`src/t2mc_regs.svh`:
```
// Register offsets, field positions, reset values and timing counts of the mode control block.
`ifndef T2MC_REGS_SVH
`define T2MC_REGS_SVH

`define T2MC_ADDR_W        12
`define T2MC_MODE_ADDR     12'h419
`define T2MC_MODE_RESET    8'h00
`define T2MC_MODE_MASK     8'h33
`define T2MC_RX_SEL_BIT    5
`define T2MC_TX_SEL_BIT    4
`define T2MC_PIN_OE_BIT    1
`define T2MC_DOWN_EN_BIT   0
`define T2MC_SYNC_STAGES   2

`endif

```
`src/t2mc_pkg.sv`:
```
// Types shared by the timer mode control block.
package t2mc_pkg;

  // Role of the timer pin, one-hot.
  typedef enum logic [1:0] {
    T2MC_PIN_INPUT  = 2'b01,
    T2MC_PIN_OUTPUT = 2'b10
  } t2mc_pin_role_t;

  // Count direction handed to the timer datapath.
  typedef enum logic {
    T2MC_COUNT_DOWN = 1'b0,
    T2MC_COUNT_UP   = 1'b1
  } t2mc_dir_t;

endpackage

```
`src/t2mc_mode_control.sv`:
```
// Mode control register of the second timer: baud source, pin role and count direction.
//
// What this block does
// - Receive select bit 5 set: second timer overflow clocks the serial receive side.
// - Transmit select bit 4 set: second timer overflow clocks transmit; clear: first timer.
// - Output enable bit 1 clear: timer pin is an input clocking counter mode.
// - Output enable set: drive timer pin, inverting it on every second timer overflow.
// - Down-count enable bit 0 clear: auto-reload counting runs upward only.
// - Down-count enable set: auto-reload direction comes from the direction pin.
// - Direction pin high counts up, low counts down; the outside drives it.
//
// The plain strobed port was left to the implementer.
`timescale 1ns/1ns
`include "t2mc_regs.svh"
module t2mc_mode_control (
  input  wire logic                     clk,             // System clock, 50 MHz.
  input  wire logic                     resetn,          // Asynchronous reset, active low.
  input  wire logic [`T2MC_ADDR_W-1:0]  regAddr,         // Register address.
  input  wire logic [7:0]               regWrData,       // Register write data.
  input  wire logic                     regWr,           // Write strobe, one cycle.
  input  wire logic                     regRd,           // Read strobe, one cycle.
  output logic      [7:0]               regRdData,       // Read data, cycle after strobe.
  input  wire logic                     timer1Overflow,  // First timer overflow pulse.
  input  wire logic                     timer2Overflow,  // Second timer overflow pulse.
  input  wire logic                     counterMode,     // Second timer counts pin events.
  input  wire logic                     autoReloadMode,  // Second timer in auto-reload mode.
  input  wire logic                     timerPinIn,      // Timer pin level, asynchronous.
  input  wire logic                     countDirPinIn,   // Direction pin level, asynchronous.
  output logic                          timerPinOut,     // Level driven on the timer pin.
  output logic                          timerPinOe_n,    // Low while the timer pin is driven.
  output logic                          rxBaudTick,      // Receive baud clock pulse.
  output logic                          txBaudTick,      // Transmit baud clock pulse.
  output logic                          counterTick,     // Count pulse from a pin fall.
  output logic                          countUp          // High counts up, low counts down.
);

  // ----------------------------------------------------------------
  // Declarations
  // ----------------------------------------------------------------
  logic [7:0]                  timer2ModeReg_reg;
  logic [7:0]                  timer2ModeReg_next;
  logic [7:0]                  regRdData_reg;
  logic [7:0]                  regRdData_next;
  t2mc_pkg::t2mc_pin_role_t    pinRole_reg;
  t2mc_pkg::t2mc_pin_role_t    pinRole_next;
  logic                        timerPinOut_reg;
  logic                        timerPinOut_next;
  logic                        timerPinOe_n_reg;
  logic                        timerPinOe_n_next;
  logic                        rxBaudTick_reg;
  logic                        rxBaudTick_next;
  logic                        txBaudTick_reg;
  logic                        txBaudTick_next;
  logic                        counterTick_reg;
  logic                        counterTick_next;
  logic                        pinLast_reg;
  logic                        pinLast_next;
  t2mc_pkg::t2mc_dir_t         countDir_reg;
  t2mc_pkg::t2mc_dir_t         countDir_next;
  logic                        timerPinSync;
  logic                        countDirSync;
  logic                        modeHit;
  logic                        serialRxClockSelect;
  logic                        serialTxClockSelect;
  logic                        timerPinOutputEnable;
  logic                        downCountEnable;

  // ----------------------------------------------------------------
  // Pin synchronisers
  // ----------------------------------------------------------------
  t2mc_sync #(
    .RESET_LEVEL (1'b1)
  ) timerPinSyncInst (
    .clk     (clk),
    .resetn  (resetn),
    .asyncIn (timerPinIn),
    .syncOut (timerPinSync)
  );

  t2mc_sync #(
    .RESET_LEVEL (1'b1)
  ) countDirSyncInst (
    .clk     (clk),
    .resetn  (resetn),
    .asyncIn (countDirPinIn),
    .syncOut (countDirSync)
  );

  // ----------------------------------------------------------------
  // Register port
  // ----------------------------------------------------------------
  assign modeHit              = (regAddr == `T2MC_MODE_ADDR);
  assign serialRxClockSelect  = timer2ModeReg_reg[`T2MC_RX_SEL_BIT];
  assign serialTxClockSelect  = timer2ModeReg_reg[`T2MC_TX_SEL_BIT];
  assign timerPinOutputEnable = timer2ModeReg_reg[`T2MC_PIN_OE_BIT];
  assign downCountEnable      = timer2ModeReg_reg[`T2MC_DOWN_EN_BIT];

  always_comb begin
    timer2ModeReg_next = timer2ModeReg_reg;
    regRdData_next     = 8'h00;
    if (regWr && modeHit) begin
      timer2ModeReg_next = regWrData & `T2MC_MODE_MASK;
    end
    if (regRd && modeHit) begin
      regRdData_next = timer2ModeReg_reg & `T2MC_MODE_MASK;
    end
  end

  always_ff @(posedge clk or negedge resetn) begin
    if (!resetn) begin
      timer2ModeReg_reg <= `T2MC_MODE_RESET;
      regRdData_reg     <= 8'h00;
    end else begin
      timer2ModeReg_reg <= timer2ModeReg_next;
      regRdData_reg     <= regRdData_next;
    end
  end

  // ----------------------------------------------------------------
  // Baud clock source selection
  // ----------------------------------------------------------------
  always_comb begin
    rxBaudTick_next = serialRxClockSelect ? timer2Overflow : timer1Overflow;
    txBaudTick_next = serialTxClockSelect ? timer2Overflow : timer1Overflow;
  end

  always_ff @(posedge clk or negedge resetn) begin
    if (!resetn) begin
      rxBaudTick_reg <= 1'b0;
      txBaudTick_reg <= 1'b0;
    end else begin
      rxBaudTick_reg <= rxBaudTick_next;
      txBaudTick_reg <= txBaudTick_next;
    end
  end

  // ----------------------------------------------------------------
  // Timer pin role, toggle output and counter input
  // ----------------------------------------------------------------
  // The pin role follows the enable bit; when the pin turns to output it
  // starts from the level it last held, so no glitch is forced on release.
  always_comb begin
    pinRole_next      = timerPinOutputEnable ? t2mc_pkg::T2MC_PIN_OUTPUT
                                             : t2mc_pkg::T2MC_PIN_INPUT;
    timerPinOut_next  = timerPinOut_reg;
    timerPinOe_n_next = 1'b1;
    counterTick_next  = 1'b0;
    pinLast_next      = timerPinSync;
    unique case (pinRole_reg)
      t2mc_pkg::T2MC_PIN_OUTPUT: begin
        timerPinOe_n_next = !timerPinOutputEnable;
        if (timer2Overflow) begin
          timerPinOut_next = !timerPinOut_reg;
        end
      end
      t2mc_pkg::T2MC_PIN_INPUT: begin
        timerPinOe_n_next = !timerPinOutputEnable;
        // A falling edge of the pin is one count event.
        counterTick_next  = !timerPinOutputEnable && counterMode &&
                            pinLast_reg && !timerPinSync;
      end
      default: begin
        timerPinOe_n_next = 1'b1;
      end
    endcase
  end

  always_ff @(posedge clk or negedge resetn) begin
    if (!resetn) begin
      pinRole_reg      <= t2mc_pkg::T2MC_PIN_INPUT;
      timerPinOut_reg  <= 1'b1;
      timerPinOe_n_reg <= 1'b1;
      counterTick_reg  <= 1'b0;
      pinLast_reg      <= 1'b1;
    end else begin
      pinRole_reg      <= pinRole_next;
      timerPinOut_reg  <= timerPinOut_next;
      timerPinOe_n_reg <= timerPinOe_n_next;
      counterTick_reg  <= counterTick_next;
      pinLast_reg      <= pinLast_next;
    end
  end

  // ----------------------------------------------------------------
  // Count direction
  // ----------------------------------------------------------------
  always_comb begin
    countDir_next = t2mc_pkg::T2MC_COUNT_UP;
    if (autoReloadMode && downCountEnable) begin
      countDir_next = countDirSync ? t2mc_pkg::T2MC_COUNT_UP
                                   : t2mc_pkg::T2MC_COUNT_DOWN;
    end
  end

  always_ff @(posedge clk or negedge resetn) begin
    if (!resetn) begin
      countDir_reg <= t2mc_pkg::T2MC_COUNT_UP;
    end else begin
      countDir_reg <= countDir_next;
    end
  end

  // ----------------------------------------------------------------
  // Outputs
  // ----------------------------------------------------------------
  assign regRdData    = regRdData_reg;
  assign timerPinOut  = timerPinOut_reg;
  assign timerPinOe_n = timerPinOe_n_reg;
  assign rxBaudTick   = rxBaudTick_reg;
  assign txBaudTick   = txBaudTick_reg;
  assign counterTick  = counterTick_reg;
  assign countUp      = (countDir_reg == t2mc_pkg::T2MC_COUNT_UP);
endmodule // t2mc_mode_control

```
`src/t2mc_sync.sv`:
```
// Two-flop synchroniser for one asynchronous pin level.
`timescale 1ns/1ns
module t2mc_sync #(
  parameter logic RESET_LEVEL = 1'b0
) (
  input  wire logic clk,      // System clock.
  input  wire logic resetn,   // Asynchronous reset, active low.
  input  wire logic asyncIn,  // Level from outside the clock domain.
  output logic      syncOut   // Level safe to use in the clock domain.
);

  logic stage1_reg;
  logic stage1_next;
  logic stage2_reg;
  logic stage2_next;

  always_comb begin
    stage1_next = asyncIn;
    stage2_next = stage1_reg;
  end

  always_ff @(posedge clk or negedge resetn) begin
    if (!resetn) begin
      stage1_reg <= RESET_LEVEL;
      stage2_reg <= RESET_LEVEL;
    end else begin
      stage1_reg <= stage1_next;
      stage2_reg <= stage2_next;
    end
  end

  assign syncOut = stage2_reg;

endmodule // t2mc_sync

```
`config.mk`:
```
export PLATFORM = sky130hd
export DESIGN_NAME = t2mc_mode_control
export DESIGN_NICKNAME = d
export VERILOG_FILES = /design/src/t2mc_pkg.sv /design/src/t2mc_mode_control.sv /design/src/t2mc_sync.sv
export VERILOG_INCLUDE_DIRS = /design/src
export SDC_FILE = /design/constraint.sdc
export NUM_CORES = 1
export LEC_CHECK = 0
export ABC_AREA = 0
export BUFFER_PORTS_ARGS = -buffer_cell sky130_fd_sc_hd__clkbuf_2
export CELL_PAD_IN_SITES_DETAIL_PLACEMENT = 0
export CELL_PAD_IN_SITES_GLOBAL_PLACEMENT = 1
export CORE_MARGIN = 2
export CORE_UTILIZATION = 29
export CTS_CLUSTER_SIZE = 16
export DETAILED_ROUTE_END_ITERATION = 12
export HOLD_SLACK_MARGIN = 0.05
export PLACE_DENSITY_LB_ADDON = 0.1
export SYNTH_ARGS = -nofsm -noshare
export SYNTH_HDL_FRONTEND = slang
export SYNTH_HIERARCHICAL = 1
export SYNTH_SLANG_ARGS = --single-unit
```
`constraint.sdc`:
```
create_clock -name clk -period 1 [get_ports clk]
set_clock_uncertainty 0.05 [all_clocks]
set_input_delay 0.15 -clock clk [delete_from_list [all_inputs] [get_ports clk]]
set_output_delay 0.15 -clock clk [all_outputs]
set_load 0.02 [all_outputs]
```
==> results.md, run 1 <==
- Outcome: finished, violations left
- Failing checks: setup timing
- Timing-limited maximum frequency: around 680 MHz
- Count of buffers from port buffering: 35
- Total global-route track usage: 0.0940
- Distinct cell type count of the synthesized netlist: 19
- Number of clock sinks: 21
- First-pass iteration count of the detailed router: 4
- Leading post-synthesis cells by instance count: sky130_fd_sc_hd__dfrtp_1, sky130_fd_sc_hd__dfstp_2
- Number of antenna-violating nets in the routed design: 0
- Layout filler cell count: 245
- Proportion of synthesized chip area in sequential cells: 0.648
- Yosys warnings: 6
- Via total after detailed routing: about 570
- Biggest fanout along the worst timing path: 4
- Cell area after technology mapping: 828 sq um
- Fraction of post-synthesis cell area in the top cell type by area: 0.363
- Cell type with the largest total area after synthesis: sky130_fd_sc_hd__dfrtp_1
- Chip height: 57.4 um
- Type of destination of the critical path: flop
- Worst Max-Slew Pin Slew: 506 ps
- Die area: 0.00330 sq mm
- Worst Hold Path EP: timer2ModeReg_reg[0]
- Number of antenna violations at the first check in global routing: 0
- Combined flip-flop and latch cell area: 537 sq um
- Row count: 19
- Synthesized-area fraction occupied by ao, oa, aoi and oai cells: 0
- Critical Path Source Type: input port
- Unrepaired setup endpoints after global routing: yes
- CTS Buffer Depth: 2
- Share of cells above drive strength 1: 0.594
- Final-layout worst hold slack: 255 ps
- Setup slack on the worst flop-to-flop path: -30 ps
- Synthesized-area fraction occupied by xor and xnor cells: 0.0106
- Number of antenna repair diodes: 0
- Post-detail-place hpwl: roughly 1.0 mm
- Summed area of non-filler cells in the final layout: 0.00127 sq mm
- Adder and majority gate portion of the synthesized area: 0.0302
- Routability cong.: between 0.6 and 0.7
- Max transition margin: 0.663
- Fraction of the core area covered by cells at the end of the flow: 0.466
- Core Footprint: 0.00273 sq mm
- Initial standard-cell utilization of the core: 0.303
- TritonCTS clock tree: done
- RR Endpoint: timerPinOe_n
- Pin count of the biggest net entering global routing: 22
- Post-layout net count: 139
- Fraction of registers with async set or reset after synthesis: 1.00
- Synthesized-area fraction occupied by and/or/nand/nor cells: 0.139
- Cell type with the highest occurrence count on the critical path: sky130_fd_sc_hd__or4_4
- Overflow after GRT: 0
- Period utilisation layout: 1.48
- DRC violation count after routing: 0
- Worst VDD drop: 0.000719 V
- Overall routed net length: 1.45 mm
- Drt via density: 4.14
- Critical Path RT: approximately 1100 ps
- Static leakage power: 0.641 nW
- Startpoint of the worst-slack reg-to-reg timing path: pinRole_reg[0]
- Worst hold stages: 4
- Setup violation total in the final timing report: 20
- Vias in the first global route: 569
- Count of pins over their slew limit: 0
- Depth of the worst register-to-register path: 3
- Fraction of synthesized area in multiplexers: 0.0997
- PwrDens: 1120 mW/mm^2
- Wire length of the first global-routing pass: 2.31 mm
- Placed cell area: 0.00103 sq mm
- Die Width: 57.4 um
- Syn Inst Count: 55
- Count of flip-flops with a built-in enable after synthesis: 0
- Max-cap check violation count: 0
- Hold Startpoint: regWr
- WP data arrival: 1610 ps
- Synth top area cells: sky130_fd_sc_hd__dfrtp_1, sky130_fd_sc_hd__dfstp_2, sky130_fd_sc_hd__mux2_4
- Crit path time final: 1480 ps
- Worst hold path type: in -> reg
- Worst-path cell with the longest stage delay: sky130_fd_sc_hd__or4_4
- Per-instance average area after synthesis: 15.1 sq um
- Area delta synth->final: 53.8%
- Clock Root Buffer: sky130_fd_sc_hd__clkbuf_4
- Post-layout total power: 1.42 mW
- Combinational family with the most area after synthesis: simple AND/OR/NAND/NOR gates
- Area of the multi-input gates: 274 sq um
- TritonCTS Buffers: 3
- Most common cell in the netlist: sky130_fd_sc_hd__dfrtp_1
- Number of synthesized register bits: 21
- Number of H-tree branching levels: 1
- Critical path, cell by cell: clkbuf_2 > or4_4 > or4_4 > mux2_4
- Smallest setup slack after layout: -477 ps
- Top FF cell, synth: sky130_fd_sc_hd__dfrtp_1
- Wirelength per Cell: 10.6 um
- Critical path start-end classification: in -> reg
- Iter 0 DRT Violations: 11
- Final Hold Violating Endpoints: 0
- Ports placed on the boundary: 44
- Crit path largest cell delay: 550 ps
- Worst-path clk slew: approximately 110 ps
- Insertion delay to the later sink of the worst-skew pair: 290 ps
## worst max-delay path, delay by kind of cell
family                 cells  cell delay [ps]
and+or+nand+nor            2             1070
muxes                      1              310
buffers and inverters      1               80
## power by group
| part | internal (mW) | leakage, nW | switching, mW |
|---|---|---|---|
| Sequential | 0.875 | 0.257 | 0.00685 |
| Clock | 0.149 | 0.0177 | 0.237 |
| Combinational | 0.0884 | 0.366 | 0.0655 |
## how the worst max path moves through the flow
stage          startpoint                   end  slack, ps  cells after the start
2_1_floorplan  regAddr[7]  timer2ModeReg_reg[0]       -740                      4
3_3_place_gp   regAddr[7]  timer2ModeReg_reg[0]       -780                      4
3_5_place_dp   regAddr[7]  timer2ModeReg_reg[0]       -800                      4
4_1_cts        regAddr[7]  timer2ModeReg_reg[5]       -460                      4
5_1_grt        regAddr[7]  timer2ModeReg_reg[4]       -470                      4
6_report       regAddr[7]  timer2ModeReg_reg[4]       -480                      4
## kinds of logic (layout without fill, tap and decap cells)
logic type / count (synthesis) / after routing
adders and majority gates: 2 / 2
DFF: 21 / 21
xor gates and xnor gates: 1 / 1
buffers and inverters: 9 / 57
muxes: 6 / 6
and+or+nand+nor: 15 / 15
other: 1 / 4
## layout by cell type (no fill, tap or decap), drive strengths merged
master,count
clkbuf,28
buf,13
dfrtp,12
dlygate4sd3,11
dfstp,9
mux2,6
and2,4
conb,4
inv,4
nand4bb,2
or4,2
nand4b,2
ha,2
nor4,1
nand2b,1
nor2,1
nand3b,1
nand2,1
xnor2,1
clkinv,1
## metal layers
| layer | vias to the layer above | track usage | routed length [um] |
|---|---|---|---|
| met1 | 260 | 0.114 | 600 |
| met2 | 26 | 0.149 | 719 |
| met4 | 0 | 0.0498 | 15 |
| met5 | - | 0 | 0 |
| met3 | 2 | 0.0295 | 116 |
| li1 | 279 | - | - |
## stage by stage
stage / cells / setup WS [ps] / TNS [ps]
6_report: 137 / -477 / -2900
5_1_grt: 137 / -472 / -3550
4_1_cts: 137 / -459 / -3110
3_5_place_dp: 121 / -798 / -4960
3_3_place_gp: 121 / -783 / -4840
2_1_floorplan: 58 / -744 / -4120
## area by class of cell
class	instances	area share
Clock inverter	1	0.00393
Multi-Input combinational cell	28	0.215
Sequential cell	21	0.421
Tap cell	31	0.0305
Inverter	4	0.0118
Clock buffer	3	0.0177
Timing Repair Buffer	49	0.300
## repair_timing
action	CTS	global route
hold buffers	11	0
setup buffers	1	0
endpoints found under the setup margin	20	20
gates cloned	0	0
pin swaps	2	1
resized for setup	7	26
hold endpoints to repair	23	0
Power figures use the tool's default switching activity.
==> run 2: changes to the inputs <==
- PLACE_DENSITY_LB_ADDON: 0.1 -> 0.08
==> results.md, run 2 (synthesis gave the netlist of run 1 again) <==
- Vias in the first global route: 624 (+9.7%)
- Setup slack on the worst flop-to-flop path: -40 ps (about the same)
- Period utilisation layout: 1.49 (+0.0136)
- Static leakage power: 0.654 nW (+2.0%)
- Worst hold path type: in -> reg
- Top delay family on crit path: simple AND/OR/NAND/NOR gates
- RR Endpoint: timerPinOe_n
- Most frequent cells in the layout: sky130_fd_sc_hd__clkbuf_2, sky130_fd_sc_hd__dfrtp_1, sky130_fd_sc_hd__dlygate4sd3_1
- Critical path start-end classification: in -> reg
- Count of pins over their slew limit: 0 (unchanged)
- Row count: 19 (unchanged)
- Post-detail-place hpwl: 1.08 mm (+3.9%)
- Most frequent standard cell in the layout excluding fill and tap cells: sky130_fd_sc_hd__clkbuf_2
- Highest routing layer actually used: met4
- Share of total power in sequential cells: 0.618 (-0.003)
- Sum of buffers and inverters on the critical path: 1 (unchanged)
- Share of cells above drive strength 1: 0.617 (+0.0225)
- Die Width: 57.4 um (unchanged)
- Cell type with the highest occurrence count on the critical path: sky130_fd_sc_hd__or4_4
- Setup TNS: -3300 ps (-391 ps)
- Routability cong.: 0.619 (-2.0%)
- Met1 Routed Length: 588 um (-2.0%)
- Final-layout worst hold slack: 266 ps (+11.1 ps)
- Net load switching power: 305 uW (-1.4%)
- Overall routed net length: 1.51 mm (+4.1%)
- DP Worst Slack: -813 ps (-15.4 ps)
- Crit path time final: 1490 ps (+13.6 ps)
- Biggest fanout along the worst timing path: 4 (unchanged)
- Die area: 0.00330 sq mm (unchanged)
- Wire length of the first global-routing pass: 2.50 mm (+8.4%)
- Post-layout net count: 140 (+0.72%)
- Placed cell area: 0.00103 sq mm (unchanged)
- Total length of routed met3 wires: 107 um (-7.8%)
- Max-cap check violation count: 0 (unchanged)
- Number of clock sinks: 21 (unchanged)
- Number of H-tree branching levels: 1 (unchanged)
- Wirelength per Cell: 10.9 um (+3.3%)
- Worst VDD drop: 0.000767 V (+6.7%)
- Portion of total power attributed to the clock network: 0.269 (-0.002)
- Drt via density: 4.33 (+4.7%)
- Stages on the worst setup path: 4 (unchanged)
- Critical path, cell by cell: buf_6 > or4_4 > or4_4 > mux2_4
- Chip height: 57.4 um (unchanged)
- Startpoint of the worst-slack reg-to-reg timing path: pinRole_reg[0]
- TritonCTS Buffers: 3 (unchanged)
- CTS Buffer Depth: 2 (unchanged)
- Combinational power share: 0.113 (+0.005)
- Wire length on met2: 774 um (+7.6%)
- TritonCTS clock tree: done
- First-pass iteration count of the detailed router: 3 (-1)
- Critical Path RT: 1130 ps (about the same)
- Pin count of the biggest net entering global routing: 22 (unchanged)
- Smallest setup slack after layout: -491 ps (-13.6 ps)
- Design internal power: 1.12 mW (+0.94%)
- Number of antenna-violating nets in the routed design: 0 (unchanged)
- PwrDens: 1090 mW/mm^2 (-2.4%)
- Ports placed on the boundary: 44 (unchanged)
- Iter 0 DRT Violations: 14 (+3)
- WP data arrival: 1630 ps (+20 ps)
- Switching power share of the total: 0.214 (-0.00394)
- Initial standard-cell utilization of the core: 0.303 (unchanged)
- Summed area of non-filler cells in the final layout: 0.00131 sq mm (+2.9%)
- Core Footprint: 0.00273 sq mm (unchanged)
- Fraction of the core area covered by cells at the end of the flow: 0.480 (+0.0137)
- Timing-limited maximum frequency: 671 MHz (-0.91%)
- CP endpoint: timer2ModeReg_reg[1]
- Worst-path cell with the longest stage delay: sky130_fd_sc_hd__or4_4
- Number of antenna violations at the first check in global routing: 0 (unchanged)
- DRC violation count after routing: 0 (unchanged)
- Critical path startpoint: regAddr[7]
- Crit path largest cell delay: 550 ps (about the same)
- Final Hold Violating Endpoints: 0 (unchanged)
- Number of antenna repair diodes: 0 (unchanged)
- Type of destination of the critical path: flop
- Area delta synth->final: 58.3%
- Depth of the worst register-to-register path: 3 (unchanged)
- Unrepaired setup endpoints after global routing: yes
- Layout filler cell count: 236 (-3.7%)
- Insertion delay to the later sink of the worst-skew pair: 290 ps (about the same)
- Failing checks: setup timing
- Worst-path clk slew: 110 ps (about the same)
- Overflow after GRT: 0 (unchanged)
- Count of buffers from port buffering: 35 (unchanged)
- Via total after detailed routing: 598 (+5.5%)
- Critical Path Source Type: input port
- Setup violation total in the final timing report: 20 (unchanged)
- Total global-route track usage: 0.103 (+0.00865)
- Outcome: finished, violations left
- Clock Root Buffer: sky130_fd_sc_hd__clkbuf_4
run 2: cell count changes in the layout (fill, tap and decap cells not counted):
cell	previous run	this run
sky130_fd_sc_hd__nand2b_4	0	1
sky130_fd_sc_hd__and2_1	4	3
sky130_fd_sc_hd__clkbuf_1	0	1
sky130_fd_sc_hd__nor4_1	1	0
sky130_fd_sc_hd__buf_6	7	8
sky130_fd_sc_hd__clkbuf_2	25	24
sky130_fd_sc_hd__nand2b_1	1	0
sky130_fd_sc_hd__nor4_4	0	1
sky130_fd_sc_hd__clkinv_2	1	0
sky130_fd_sc_hd__and2_4	0	1
sky130_fd_sc_hd__buf_4	3	4
run 2: power groups by stage:
stage / Clock (mW) / Combinational, mW / Sequential (mW)
3_5_place_dp: 0 / 0.115 / 0.896
6_report: 0.384 / 0.161 / 0.882
3_3_place_gp: 0 / 0.114 / 0.895
5_1_grt: 0.445 / 0.179 / 0.884
2_1_floorplan: 0 / 0.0416 / 0.902
4_1_cts: 0.416 / 0.152 / 0.881
run 2: final cells by class:
class,instances,area [sq um],share of cell area
flip-flops and latches,21,537,0.409
repair buffers,50,395,0.302
multi-input cells,28,299,0.228
well taps,31,38.8,0.0296
clock buffers,4,26.3,0.0200
inverters,4,15.0,0.0115
run 2: metal layers:
metal | vias to the layer above | track usage
li1 | 278 | -
met1 | 285 | 0.104
met2 | 31 | 0.187
met3 | 4 | 0.0136
met4 | 0 | 0.0797
met5 | - | 0
run 2: metrics by stage:
step | power [mW] | std cells
floorplan | 0.944 | 58
global placement | 1.01 | 121
detailed placement | 1.01 | 121
CTS | 1.45 | 138
finish | 1.43 | 138
global route | 1.51 | 138
run 2: how the worst min path moves through the flow:
stage	end	cells past startpoint	from
2_1_floorplan	counterTick	0	resetn
3_3_place_gp	counterTick	1	resetn
3_5_place_dp	counterTick	1	resetn
4_1_cts	timer2ModeReg_reg[4]	4	regWr
5_1_grt	timer2ModeReg_reg[1]	4	regWr
6_report	timer2ModeReg_reg[4]	4	regWr
run 2: worst reg2reg max path: stages, from the launching register on:
cell and delay (ps):
sky130_fd_sc_hd__dfstp_2 550, sky130_fd_sc_hd__inv_2 40, sky130_fd_sc_hd__ha_4 250, sky130_fd_sc_hd__nand2b_4 100
run 2: timing repair:
| action | 4_1_cts | 5_1_grt |
|---|---|---|
| setup buffers | 2 | 0 |
| resized for setup | 10 | 29 |
| endpoints found under the setup margin | 20 | 21 |
| hold buffers | 11 | 0 |
| pin swaps | 3 | 2 |
| hold endpoints to repair | 23 | 0 |
==> run 3: changes to the inputs <==
- TNS_END_PERCENT: unset -> 5
==> results.md, run 3 (synthesis gave the netlist of run 1 again) <==
- Outcome: finished, violations left
- Failing checks: setup timing
- Worst-path cell with the longest stage delay: sky130_fd_sc_hd__or4_4
- Timing-limited maximum frequency: 677 MHz (+0.87%)
- Sum of buffers and inverters on the critical path: 1 (unchanged)
- Row count: 19 (unchanged)
- Wirelength per Cell: 10.0 um (-8.4%)
- Met1 layer usage reported by global route: 0.108 (+0.00386)
- Initial standard-cell utilization of the core: 0.303 (unchanged)
- Overflow after GRT: 0 (unchanged)
- Area delta synth->final: 45.0%
- Routability cong.: 0.645 (+4.1%)
- Number of antenna violations at the first check in global routing: 0 (unchanged)
- Drt via density: 4.07 (-6.2%)
- Core Footprint: 0.00273 sq mm (unchanged)
- Worst-path clk slew: 110 ps (about the same)
- Post-layout net count: 138 (-1.4%)
- Wire length of the first global-routing pass: 2.33 mm (-6.9%)
- DRC violation count after routing: 0 (unchanged)
- Layout filler cell count: 269 (+14%)
- Post CTS Setup Buffer Count: 0 (-2)
- Most heavily used metal layer in global routing: met2
- Biggest fanout along the worst timing path: 4 (unchanged)
- Number of H-tree branching levels: 1 (unchanged)
- Net load switching power: 294 uW (-3.7%)
- Type of destination of the critical path: flop
- Number of clock sinks: 21 (unchanged)
- Met2 demand-to-capacity share in global routing: 0.157 (-0.0292)
- Crit path largest cell delay: 550 ps (about the same)
- Fraction of the core area covered by cells at the end of the flow: 0.439 (-0.0403)
- First-pass iteration count of the detailed router: 4 (+1)
- Design internal power: 1.11 mW (-0.99%)
- Die Width: 57.4 um (unchanged)
- Setup TNS: -2940 ps (+355 ps)
- Critical path, cell by cell: clkbuf_2 > or4_4 > or4_4 > mux2_4
- Period utilisation layout: 1.48 (-0.0129)
- Max-cap check violation count: 0 (unchanged)
- Cell type with the highest occurrence count on the critical path: sky130_fd_sc_hd__or4_4
- Summed area of non-filler cells in the final layout: 0.00120 sq mm (-8.4%)
- Worst VDD drop: 0.000537 V (-30%)
- Number of antenna repair diodes: 0 (unchanged)
- Unrepaired setup endpoints after global routing: yes
- Setup violation total in the final timing report: 20 (unchanged)
- Share of total power in sequential cells: 0.626 (+0.008)
- Smallest setup slack after layout: -478 ps (+12.9 ps)
- Critical path start-end classification: in -> reg
- Critical Path Source Type: input port
- Number of antenna-violating nets in the routed design: 0 (unchanged)
- Ports placed on the boundary: 44 (unchanged)
- Placed cell area: 0.00103 sq mm (unchanged)
- Via total after detailed routing: 553 (-7.5%)
- Chip height: 57.4 um (unchanged)
- TritonCTS clock tree: done
- Count of buffers from port buffering: 35 (unchanged)
- TritonCTS Buffers: 3 (unchanged)
- Vias in the first global route: 586 (-6.1%)
- CTS Buffer Depth: 2 (unchanged)
- Post-detail-place hpwl: 1.06 mm (-1.9%)
- Crit path time final: 1480 ps (-12.9 ps)
- Iter 0 DRT Violations: 11 (-3)
- Portion of total power attributed to the clock network: 0.271 (+0.002)
- Critical Path RT: 1130 ps (about the same)
- Static leakage power: 0.613 nW (-6.3%)
- Clock Root Buffer: sky130_fd_sc_hd__clkbuf_4
- Insertion delay to the later sink of the worst-skew pair: 290 ps (about the same)
- PwrDens: 1170 mW/mm^2 (+7.5%)
- Total global-route track usage: 0.0945 (-0.00818)
- Top delay family on crit path: simple AND/OR/NAND/NOR gates
- Switching power share of the total: 0.209 (-0.00469)
- Most frequent standard cell in the layout excluding fill and tap cells: sky130_fd_sc_hd__clkbuf_2
- Count of pins over their slew limit: 0 (unchanged)
- WP data arrival: 1610 ps (-20 ps)
- Final Hold Violating Endpoints: 0 (unchanged)
- Post-layout total power: 1.41 mW (-1.6%)
- Pin count of the biggest net entering global routing: 22 (unchanged)
- Worst hold path type: in -> reg
- Most frequent cells in the layout: sky130_fd_sc_hd__clkbuf_2, sky130_fd_sc_hd__dfrtp_1, sky130_fd_sc_hd__dlygate4sd3_1
- Share of cells above drive strength 1: 0.552 (-0.0644)
- Met3 usage: 0.0227 (+0.00907)
- Combinational power share: 0.103 (-0.010)
- Die area: 0.00330 sq mm (unchanged)
- Overall routed net length: 1.36 mm (-9.7%)
==> run 3: what timing repair did <==
item | 4_1_cts | 5_1_grt
hold endpoints to repair | 23 | 0
hold buffers | 11 | 0
endpoints found under the setup margin | 20 | 21
pin swaps | 2 | 0
gates resized for setup | 6 | 9
==> run 3: tightest hold or removal path: stages <==
cell	delay [ps]
sky130_fd_sc_hd__clkbuf_2	80
sky130_fd_sc_hd__inv_1	40
sky130_fd_sc_hd__or4_4	160
sky130_fd_sc_hd__mux2_4	150
==> run 3: layout make-up <==
type | instances | area (sq um) | share of cell area
clock buffer | 4 | 26.3 | 0.0219
multi-input combinational | 28 | 254 | 0.211
sequential | 21 | 537 | 0.447
timing repair buffer | 48 | 330 | 0.275
inverter | 4 | 15.0 | 0.0125
tap | 31 | 38.8 | 0.0323
==> run 3: metal layers <==
layer	part of all wire	up-vias
met3	0.094	0
met4	0	0
li1	-	275
met2	0.50	27
met5	0	-
met1	0.41	251
==> run 3: power by group through the flow <==
stage / clock network (mW) / registers, mW / logic (mW)
4_1_cts: 0.408 / 0.881 / 0.149
5_1_grt: 0.450 / 0.883 / 0.162
6_report: 0.380 / 0.880 / 0.145
2_1_floorplan: 0 / 0.902 / 0.0416
3_3_place_gp: 0 / 0.895 / 0.113
3_5_place_dp: 0 / 0.896 / 0.114
==> run 3: path summary, 6_finish.rpt <==
check                                            start                       end  slack (ps)  depth (start not counted)
max in group asynchronous                       resetn                   countUp         250                          2
setup reg to reg                        pinRole_reg[0]              timerPinOe_n         -90                          3
setup / recovery                            regAddr[7]      timer2ModeReg_reg[0]        -480                          4
hold reg to reg            countDirSyncInst/stage1_reg  countDirSyncInst/syncOut         310                          0
hold / removal                                   regWr      timer2ModeReg_reg[5]         260                          4
min in group asynchronous                       resetn              regRdData[4]         300                          2
==> run 3: through the flow <==
step                      hold slack (ps)  setup slack, ps  instances
final                                 265             -478        136
after global routing                  277             -477        136
after CTS                             256             -467        136
after detailed placement             96.0             -791        121
after global placement               95.1             -783        121
after floorplan                      -196             -744         58
